===== src/dca_pkg.sv =====
// dca_pkg: constants, modes, states and carriers of the channel controller.
// assumes one system clock; the control table lives in system memory.
package dca_pkg;

  // ==========================================================
  // channel set
  localparam int CH_N = 8;
  localparam int CH_W = 3;

  // ==========================================================
  // register byte offsets on the slave port
  localparam logic [7:0] REG_BASE    = 8'h00;
  localparam logic [7:0] REG_EN_SET  = 8'h04;
  localparam logic [7:0] REG_EN_CLR  = 8'h08;
  localparam logic [7:0] REG_PRI_SET = 8'h0C;
  localparam logic [7:0] REG_PRI_CLR = 8'h10;
  localparam logic [7:0] REG_BO_SET  = 8'h14;
  localparam logic [7:0] REG_BO_CLR  = 8'h18;
  localparam logic [7:0] REG_ALT_SET = 8'h1C;
  localparam logic [7:0] REG_ALT_CLR = 8'h20;
  localparam logic [7:0] REG_STATUS  = 8'h24;

  // ==========================================================
  // control table layout
  localparam int          BASE_LSB  = 8;
  localparam int          ENTRY_LSB = 4;
  localparam logic [31:0] TBL_HALF  = 32'h0000_0080;
  localparam logic [31:0] OFF_SRC   = 32'h0000_0000;
  localparam logic [31:0] OFF_DST   = 32'h0000_0004;
  localparam logic [31:0] OFF_CTL   = 32'h0000_0008;

  // ==========================================================
  // control word fields
  localparam int CW_MODE_LSB = 0;
  localparam int CW_MODE_W   = 3;
  localparam int CW_UB_BIT   = 3;
  localparam int CW_NM1_LSB  = 4;
  localparam int CW_NM1_W    = 10;
  localparam int CW_ARB_LSB  = 14;
  localparam int CW_ARB_W    = 4;
  localparam int CW_SSZ_LSB  = 24;
  localparam int CW_SINC_LSB = 26;
  localparam int CW_DSZ_LSB  = 28;
  localparam int CW_DINC_LSB = 30;

  localparam logic [3:0]  ARB_EXP_MAX = 4'hA;
  localparam logic [1:0]  SZ_BYTE     = 2'h0;
  localparam logic [1:0]  SZ_HALF     = 2'h1;
  localparam logic [1:0]  INC_NONE    = 2'h3;
  localparam logic [10:0] CNT_ONE     = 11'h001;

  typedef enum logic [2:0] {
    MODE_STOP  = 3'b000,
    MODE_BASIC = 3'b001,
    MODE_AUTO  = 3'b010
  } dca_mode_t;

  typedef enum logic [2:0] {
    ST_IDLE   = 3'b000,
    ST_RD_CTL = 3'b001,
    ST_RD_SRC = 3'b010,
    ST_RD_DST = 3'b011,
    ST_RD_DAT = 3'b100,
    ST_WR_DAT = 3'b101,
    ST_WB     = 3'b110
  } dca_fsm_t;

  // ==========================================================
  // carriers
  typedef struct packed {
    logic        read;
    logic        write;
    logic [31:0] address;
    logic [31:0] writedata;
    logic [3:0]  byteenable;
  } dca_mm_req_t;

  typedef struct packed {
    logic [CH_N-1:0] burst;
    logic [CH_N-1:0] single;
  } dca_req_t;

endpackage


===== src/dca_ctrl.sv =====
// dca_ctrl: eight-channel dma core: arbitration, requests, control table.
// assumes an Avalon-MM slave for registers, an Avalon-MM master to memory
// without readdatavalid, and a processor busy level on the same clock.
`timescale 1ns/10ps

module dca_ctrl (
  // clock and reset
  input  wire logic                  clock_i,
  input  wire logic                  rst_i,
  // register slave
  input  wire logic [7:0]            s_address_i,
  input  wire logic                  s_read_i,
  input  wire logic                  s_write_i,
  input  wire logic [31:0]           s_writedata_i,
  output logic      [31:0]           s_readdata_o,
  output logic                       s_waitrequest_o,
  // memory master
  output dca_pkg::dca_mm_req_t       m_req_o,
  input  wire logic [31:0]           m_readdata_i,
  input  wire logic                  m_waitrequest_i,
  input  wire logic                  cpu_bus_req_i,
  // peripheral side
  input  wire dca_pkg::dca_req_t     req_i,
  output logic [dca_pkg::CH_N-1:0]   done_o
);
  import dca_pkg::*;

  // ==========================================================
  // state
  typedef struct packed {
    dca_fsm_t        fsm;
    logic            s_wait;
    logic [31:0]     s_rdata;
    logic [23:0]     base;
    logic [CH_N-1:0] en;
    logic [CH_N-1:0] pri;
    logic [CH_N-1:0] bonly;
    logic [CH_N-1:0] alt;
    logic [CH_N-1:0] done;
    logic [CH_W-1:0] ch;
    logic            burst;
    logic [10:0]     left;
    logic [31:0]     ctl;
    logic [31:0]     src_end;
    logic [31:0]     dst_end;
    logic [31:0]     data;
    dca_mm_req_t     mm;
    dca_req_t        sync1;
    dca_req_t        sync2;
  } dca_state_t;

  dca_state_t st;
  dca_state_t next_st;

  // lowest number wins; high level searched first
  function automatic logic [CH_W:0] dca_pick(input logic [CH_N-1:0] p,
                                             input logic [CH_N-1:0] hi);
    logic [CH_N-1:0] h;
    logic [CH_N-1:0] s;
    logic [CH_W:0]   r;
    h = p & hi;
    s = (|h) ? h : p;
    r = '0;
    for (int i = CH_N - 1; i >= 0; i--) begin
      if (s[i]) begin
        r = {1'b1, CH_W'(i)};
      end
    end
    return r;
  endfunction

  function automatic logic [3:0] dca_lanes(input logic [1:0] sz);
    case (sz)
      SZ_BYTE: dca_lanes = 4'h1;
      SZ_HALF: dca_lanes = 4'h3;
      default: dca_lanes = 4'hF;
    endcase
  endfunction

  // ==========================================================
  // decoded control word and addresses
  logic [CH_N-1:0] pend;
  logic [CH_W:0]   grant;
  logic [31:0]     entry;
  logic [9:0]      nm1;
  logic [1:0]      ssz;
  logic [1:0]      dsz;
  logic [1:0]      sinc;
  logic [1:0]      dinc;
  logic [3:0]      arb_exp;
  logic [10:0]     arb_cnt;
  logic [10:0]     remain;
  logic [31:0]     saddr;
  logic [31:0]     daddr;
  logic [31:0]     item;
  logic            ack;
  logic            acc_state;

  always_comb begin
    pend  = st.en & (st.sync2.burst | (st.sync2.single & ~st.bonly));
    grant = dca_pick(pend, st.pri);
    entry = {st.base, 8'h00} + {{(32-CH_W-ENTRY_LSB){1'b0}}, st.ch,
            {ENTRY_LSB{1'b0}}};
    if (st.alt[st.ch]) begin
      entry = entry + TBL_HALF;
    end
    nm1     = st.ctl[CW_NM1_LSB +: CW_NM1_W];
    ssz     = st.ctl[CW_SSZ_LSB +: 2];
    dsz     = st.ctl[CW_DSZ_LSB +: 2];
    sinc    = st.ctl[CW_SINC_LSB +: 2];
    dinc    = st.ctl[CW_DINC_LSB +: 2];
    arb_exp = st.ctl[CW_ARB_LSB +: CW_ARB_W];
    if (arb_exp > ARB_EXP_MAX) begin
      arb_exp = ARB_EXP_MAX;
    end
    arb_cnt = CNT_ONE << arb_exp;
    remain  = {1'b0, nm1} + CNT_ONE;
    // inclusive end minus the items left after this one; fixed when no increment
    saddr = st.src_end;
    daddr = st.dst_end;
    if (sinc != INC_NONE) begin
      saddr = st.src_end - ({22'h00_0000, nm1} << sinc);
    end
    if (dinc != INC_NONE) begin
      daddr = st.dst_end - ({22'h00_0000, nm1} << dinc);
    end
    item = m_readdata_i >> {saddr[1:0], 3'b000};
    case (ssz)
      SZ_BYTE: item = item & 32'h0000_00FF;
      SZ_HALF: item = item & 32'h0000_FFFF;
      default: item = item;
    endcase
    ack       = (st.mm.read | st.mm.write) & ~m_waitrequest_i;
    acc_state = (st.fsm != ST_IDLE);
  end

  // ==========================================================
  // next state
  always_comb begin
    next_st       = st;
    next_st.sync1 = req_i;
    next_st.sync2 = st.sync1;
    next_st.done  = '0;
    next_st.s_wait = 1'b1;

    // new access only while the processor leaves the bus alone
    if (acc_state && !st.mm.read && !st.mm.write && !cpu_bus_req_i) begin
      next_st.mm.byteenable = 4'hF;
      case (st.fsm)
        ST_RD_CTL: begin
          next_st.mm.read    = 1'b1;
          next_st.mm.address = entry + OFF_CTL;
        end
        ST_RD_SRC: begin
          next_st.mm.read    = 1'b1;
          next_st.mm.address = entry + OFF_SRC;
        end
        ST_RD_DST: begin
          next_st.mm.read    = 1'b1;
          next_st.mm.address = entry + OFF_DST;
        end
        ST_RD_DAT: begin
          next_st.mm.read       = 1'b1;
          next_st.mm.address    = {saddr[31:2], 2'b00};
          next_st.mm.byteenable = dca_lanes(ssz) << saddr[1:0];
        end
        ST_WR_DAT: begin
          next_st.mm.write      = 1'b1;
          next_st.mm.address    = {daddr[31:2], 2'b00};
          next_st.mm.writedata  = st.data << {daddr[1:0], 3'b000};
          next_st.mm.byteenable = dca_lanes(dsz) << daddr[1:0];
        end
        default: begin
          // only the control word goes back, never the end pointers
          next_st.mm.write     = 1'b1;
          next_st.mm.address   = entry + OFF_CTL;
          next_st.mm.writedata = st.ctl;
        end
      endcase
    end

    if (ack) begin
      next_st.mm.read  = 1'b0;
      next_st.mm.write = 1'b0;
    end

    case (st.fsm)
      ST_IDLE: begin
        if (grant[CH_W]) begin
          next_st.ch    = grant[CH_W-1:0];
          next_st.burst = st.sync2.burst[grant[CH_W-1:0]];
          next_st.fsm   = ST_RD_CTL;
        end
      end
      ST_RD_CTL: begin
        if (ack) begin
          next_st.ctl = m_readdata_i;
          if (m_readdata_i[CW_MODE_LSB +: CW_MODE_W] == MODE_STOP) begin
            next_st.en[st.ch] = 1'b0;
            next_st.fsm       = ST_IDLE;
          end else if (!st.burst && m_readdata_i[CW_UB_BIT]) begin
            next_st.fsm = ST_IDLE;
          end else begin
            next_st.fsm = ST_RD_SRC;
          end
        end
      end
      ST_RD_SRC: begin
        if (ack) begin
          next_st.src_end = m_readdata_i;
          next_st.fsm     = ST_RD_DST;
        end
      end
      ST_RD_DST: begin
        if (ack) begin
          next_st.dst_end = m_readdata_i;
          next_st.fsm     = ST_RD_DAT;
          if (!st.burst) begin
            next_st.left = CNT_ONE;
          end else if (arb_cnt < remain) begin
            next_st.left = arb_cnt;
          end else begin
            next_st.left = remain;
          end
        end
      end
      ST_RD_DAT: begin
        if (ack) begin
          next_st.data = item;
          next_st.fsm  = ST_WR_DAT;
        end
      end
      ST_WR_DAT: begin
        if (ack) begin
          next_st.left = st.left - CNT_ONE;
          if (nm1 == 10'h000) begin
            next_st.ctl[CW_MODE_LSB +: CW_MODE_W] = MODE_STOP;
            next_st.fsm = ST_WB;
          end else begin
            next_st.ctl[CW_NM1_LSB +: CW_NM1_W] = nm1 - 10'h001;
            // no re-arbitration until the burst count runs out
            next_st.fsm = (st.left == CNT_ONE) ? ST_WB : ST_RD_DAT;
          end
        end
      end
      ST_WB: begin
        if (ack) begin
          next_st.fsm = ST_IDLE;
          if (st.ctl[CW_MODE_LSB +: CW_MODE_W] == MODE_STOP) begin
            next_st.en[st.ch]   = 1'b0;
            next_st.done[st.ch] = 1'b1;
          end
        end
      end
      default: next_st.fsm = ST_IDLE;
    endcase

    // register slave; software set comes last so it wins
    if ((s_read_i || s_write_i) && st.s_wait) begin
      next_st.s_wait  = 1'b0;
      next_st.s_rdata = '0;
      if (s_address_i == REG_BASE) begin
        next_st.s_rdata = {st.base, 8'h00};
        if (s_write_i) begin
          next_st.base = s_writedata_i[31:BASE_LSB];
        end
      end else if (s_address_i == REG_EN_SET ||
                   s_address_i == REG_EN_CLR) begin
        next_st.s_rdata[CH_N-1:0] = st.en;
        if (s_write_i && s_address_i == REG_EN_SET) begin
          next_st.en = next_st.en | s_writedata_i[CH_N-1:0];
        end else if (s_write_i) begin
          next_st.en = next_st.en & ~s_writedata_i[CH_N-1:0];
        end
      end else if (s_address_i == REG_PRI_SET ||
                   s_address_i == REG_PRI_CLR) begin
        next_st.s_rdata[CH_N-1:0] = st.pri;
        if (s_write_i && s_address_i == REG_PRI_SET) begin
          next_st.pri = st.pri | s_writedata_i[CH_N-1:0];
        end else if (s_write_i) begin
          next_st.pri = st.pri & ~s_writedata_i[CH_N-1:0];
        end
      end else if (s_address_i == REG_BO_SET ||
                   s_address_i == REG_BO_CLR) begin
        next_st.s_rdata[CH_N-1:0] = st.bonly;
        if (s_write_i && s_address_i == REG_BO_SET) begin
          next_st.bonly = st.bonly | s_writedata_i[CH_N-1:0];
        end else if (s_write_i) begin
          next_st.bonly = st.bonly & ~s_writedata_i[CH_N-1:0];
        end
      end else if (s_address_i == REG_ALT_SET ||
                   s_address_i == REG_ALT_CLR) begin
        next_st.s_rdata[CH_N-1:0] = st.alt;
        if (s_write_i && s_address_i == REG_ALT_SET) begin
          next_st.alt = st.alt | s_writedata_i[CH_N-1:0];
        end else if (s_write_i) begin
          next_st.alt = st.alt & ~s_writedata_i[CH_N-1:0];
        end
      end else if (s_address_i == REG_STATUS) begin
        next_st.s_rdata[7:0] = {acc_state, st.fsm, 1'b0, st.ch};
      end
    end
  end

  always_ff @(posedge clock_i or posedge rst_i) begin
    if (rst_i) begin
      st        <= '0;
      st.s_wait <= 1'b1;
    end else begin
      st <= next_st;
    end
  end

  assign s_readdata_o    = st.s_rdata;
  assign s_waitrequest_o = st.s_wait;
  assign m_req_o         = st.mm;
  assign done_o          = st.done;
endmodule


===== config.mk =====
export PLATFORM = sky130hd
export DESIGN_NAME = dca_ctrl
export DESIGN_NICKNAME = d
export VERILOG_FILES = /design/src/dca_pkg.sv /design/src/dca_ctrl.sv
export SDC_FILE = /design/constraint.sdc
export NUM_CORES = 1
export LEC_CHECK = 0
export ABC_CLOCK_PERIOD_IN_PS = 13900
export BUFFER_PORTS_ARGS = -buffer_cell sky130_fd_sc_hd__clkbuf_2
export CAP_MARGIN = 25
export CELL_PAD_IN_SITES_DETAIL_PLACEMENT = 1
export CELL_PAD_IN_SITES_GLOBAL_PLACEMENT = 1
export CORE_MARGIN = 2
export CORE_UTILIZATION = 35
export CTS_CLUSTER_SIZE = 14
export DETAILED_ROUTE_END_ITERATION = 12
export GPL_TIMING_DRIVEN = 0
export PLACE_DENSITY_LB_ADDON = 0.1
export SLEW_MARGIN = 20
export SYNTH_ARGS = -nofsm -noshare
export SYNTH_HDL_FRONTEND = slang
export SYNTH_SLANG_ARGS = --single-unit

===== constraint.sdc =====
create_clock -name clock_i -period 13.9 [get_ports clock_i]
set_input_delay 2.78 -clock clock_i [delete_from_list [all_inputs] [get_ports clock_i]]
set_output_delay 2.78 -clock clock_i [all_outputs]
set_load 0.03 [all_outputs]

==> out/metrics.yaml <==
power:
  intPower_mw: 3.06
  seqPwrFrac: 0.264
  power.switching_mw: 2.83
  combPwrFrac: 0.550
  clockPowerShare: 0.186
  ir_drop_mv: 0.114
  power_density_nw_per_um2: 255
  total_leakage_power_nw: 10.6
  swShare: 0.481
drt:
  drtIter0Drc: 1110
  vias_per_cell: 5.48
  drc: 0
  vias: 17300
  detail_route.wl_per_cell_um: 24.3
  ant_nets: 0
  routed_wl_um: 76800
  drt-pass1-iter-count: 5
clock_network:
  clockRootBuffer: "clkbuf_16"
  cts_tree: "built"
  htree_levels: 2
  clk_pin_slew_ns: 0.06
  numCtsBuffers: 42
  cts_buffer_depth: 3
  cts.sinks: 343
  cts_hold_buf: 0
  cts_setup_buffers: 0
  cts.repair.resized: 0
  clock_latency_ns: 0.58
timing:
  hold_ws_ns: 0.339
  final.period_utilization: 0.373
  tightest_slew_ns: 1.12
  slew_viol_final: 0
  finalSetupTns_ns: 0
  grt_setup_unrepaired: "no"
  max_slew_margin: 0.249
  fin_crit_ns: 5.19
  clock_skew_ns: 0.0291
  fmax_mhz: 193
  hold_viol: 0
  finalSetupViolCount: 0
floorplan:
  die_w_um: 241
  coreArea_um2: 55300
  start_util: 0.355
  fp.dieH_um: 241
  num_io_pins: 205
  die-area_um2: 58000
  rows: 86
synthesis:
  netlist_instances: 2130
  yosysUniqueCellTypes: 80
  synth-seq-cells: 343
  async_reset_ff_frac: 1.00
  ys_warn_count: 0
  synth_top_flop_cell: "dfrtp_1"
  synth_edf_count: 0
  avgSynthCellArea_um2: 9.21
  synth_area_um2: 19600
  yosysSeqAreaShare: 0.437
final_layout:
  seqCellArea_um2: 8580
  fillers: 6466
  synthToLayoutAreaGrowth_pct: 17.5
  design_area_um2: 23100
  fin_nets: 2523
  antennaDiodeCount: 0
  multi_input_area_um2: 9600
  drive_gt1_frac: 0.218
worst_setup_path:
  worstSetupStartpointType: "input port"
  worst-path-stages: 8
  worstPathMaxFanout: 10
  crit_family: "simple AND/OR/NAND/NOR gates"
  worstSetupPathType: "input port to register"
  path_cells: "clkbuf_2, nor2_1, clkbuf_1, nand3_1, nor2_1, clkbuf_1, nand2_1, nand2_1"
  slowest_stage: "nor2_1"
  reg2reg_from: "sinc[0]$_DFFE_PP0P_"
  required_ns: 14.41
  r2r_cells: 13
  critPathMaxStageDelay_ns: 0.75
  critical_path_arrival_ns: 5.70
  endpoint_kind: "register"
  r2r_setup_slack_ns: 8.86
  worst-path-buf-inv: 3
  r2r-end: "m_req_o[61]$_DFFE_PP0P_"
placed_design:
  gp_congestion: 0.899
  detailed_place_hpwl_um: 58300
  io_buffers: 201
  dpl_cell_area_um2: 21700
global_route:
  overflow: 0
  antenna_found_initial: 1
  grt_pass1_wl_um: 115000
  gr-usage-all-layers: 0.266
  grt_pass1_vias: 17800
  grt_max_degree: 98
flow_run:
  drv_cap: 0
worst_hold_path:
  hold_start: "next_st[11]$_DFF_PP0_"
  hold_path.class: "register to register"
  min_path_cells: 0
  hold_end: "st[11]$_DFF_PP0_"
run_status:
  status: "finished clean"
==> power by group through the flow <==
| stage | Combinational [mW] | Clock [mW] | Sequential (mW) |
|---|---|---|---|
| 6_report | 3.24 | 1.09 | 1.55 |
| 5_1_grt | 3.54 | 1.16 | 1.59 |
| 4_1_cts | 3.22 | 1.12 | 1.55 |
| 3_5_place_dp | 3.20 | 0 | 1.56 |
| 3_3_place_gp | 3.14 | 0 | 1.55 |
| 2_1_floorplan | 2.22 | 0 | 1.46 |
==> flip-flops by register name, summed over array words and instances (netlist names), named ones only <==
signal and flops:
dinc 2, done_o 8, dsz 2, m_req_o 68, next_st 16, nm1 10
s_readdata_o 32, s_waitrequest_o 1, sinc 2, ssz 2, st 176
==> cells by family (layout without fill, tap and decap cells) <==
| group | after synthesis | after routing | synth area share |
|---|---|---|---|
| AOI/OAI and AO/OA | 531 | 531 | 0.178 |
| buffers and inverters | 281 | 562 | 0.0752 |
| other | 1 | 2 | 0.000191 |
| muxes | 152 | 152 | 0.0868 |
| adders and majority gates | 45 | 45 | 0.0295 |
| and+or+nand+nor | 715 | 715 | 0.165 |
| xor gates and xnor gates | 62 | 62 | 0.0281 |
| DFF | 343 | 343 | 0.437 |
==> metrics by stage <==
step	power [mW]	util	setup WS (ns)	std cells
2_1_floorplan	3.68	-	1.61	2131
3_3_place_gp	4.69	0.390	-2.82	3080
3_5_place_dp	4.76	0.393	8.10	3088
4_1_cts	5.88	0.417	8.66	3160
5_1_grt	6.29	0.417	8.43	3160
6_report	5.89	0.417	8.71	3160
==> cells in the final DEF, fill, tap and decap left out, types with 12 or more instances in the layout <==
cell type	count
nand3_1	32
a211oi_1	12
clkbuf_1	122
nor2b_1	19
xnor2_1	28
xor2_1	33
a22oi_1	20
clkbuf_16	42
o211ai_1	20
a21oi_1	101
and2_1	12
nand2b_1	16
a221oi_1	27
nor2_1	135
a31oi_1	16
dfrtp_1	342
a22o_1	37
nand3b_1	16
o21ai_0	165
mux2_2	105
o21a_1	12
mux2i_1	43
and3_1	23
clkbuf_2	202
ha_1	43
buf_4	113
nor3_1	41
o221ai_1	13
inv_1	48
nand2_1	362
==> layer usage <==
layer	vias to the layer above	global-route usage	share of wire
met3	104	0.0358	0.045
met4	2	0.0810	0.030
met1	8815	0.371	0.47
met2	415	0.429	0.46
met5	-	0	0.00026
li1	7966	-	-
==> synthesized netlist by cell type (all sizes together), types with 19 or more instances <==
cell type,count,area (um2)
mux2,105,1180
buf,118,863
inv,49,184
ha,43,538
a22oi,20,150
clkbuf,113,424
a22o,37,324
nor2b,19,119
xnor2,29,262
a21oi,101,505
nand2,363,1370
xor2,33,289
o211ai,20,150
nand3,32,160
dfrtp,342,8560
and3,24,155
o21ai,169,846
a221oi,27,236
mux2i,43,430
nor3,43,215
nor2,135,507
==> final cells by class <==
cell class	count	share of cell area
Buffer	231	0.0559
Clock buffer	57	0.0502
Clock inverter	15	0.00716
Inverter	50	0.00846
Multi-Input combinational cell	1507	0.416
Sequential cell	343	0.372
Tap cell	748	0.0406
Timing Repair Buffer	209	0.0495
==> worst max path at each step <==
stage / startpoint / to / slack, ns
6_report: m_waitrequest_i / st[153]$_DFFE_PP0P_ / 8.71
5_1_grt: sinc[0]$_DFFE_PP0P_ / m_req_o[61]$_DFFE_PP0P_ / 8.43
3_5_place_dp: m_waitrequest_i / st[154]$_DFFE_PP0P_ / 8.10
3_3_place_gp: rst_i / s_readdata_o[14]$_DFFE_PP0P_ / -2.82
4_1_cts: m_waitrequest_i / st[153]$_DFFE_PP0P_ / 8.66
2_1_floorplan: rst_i / asynchronous set/reset pin / 1.61
(Power assumes the default switching activity.)
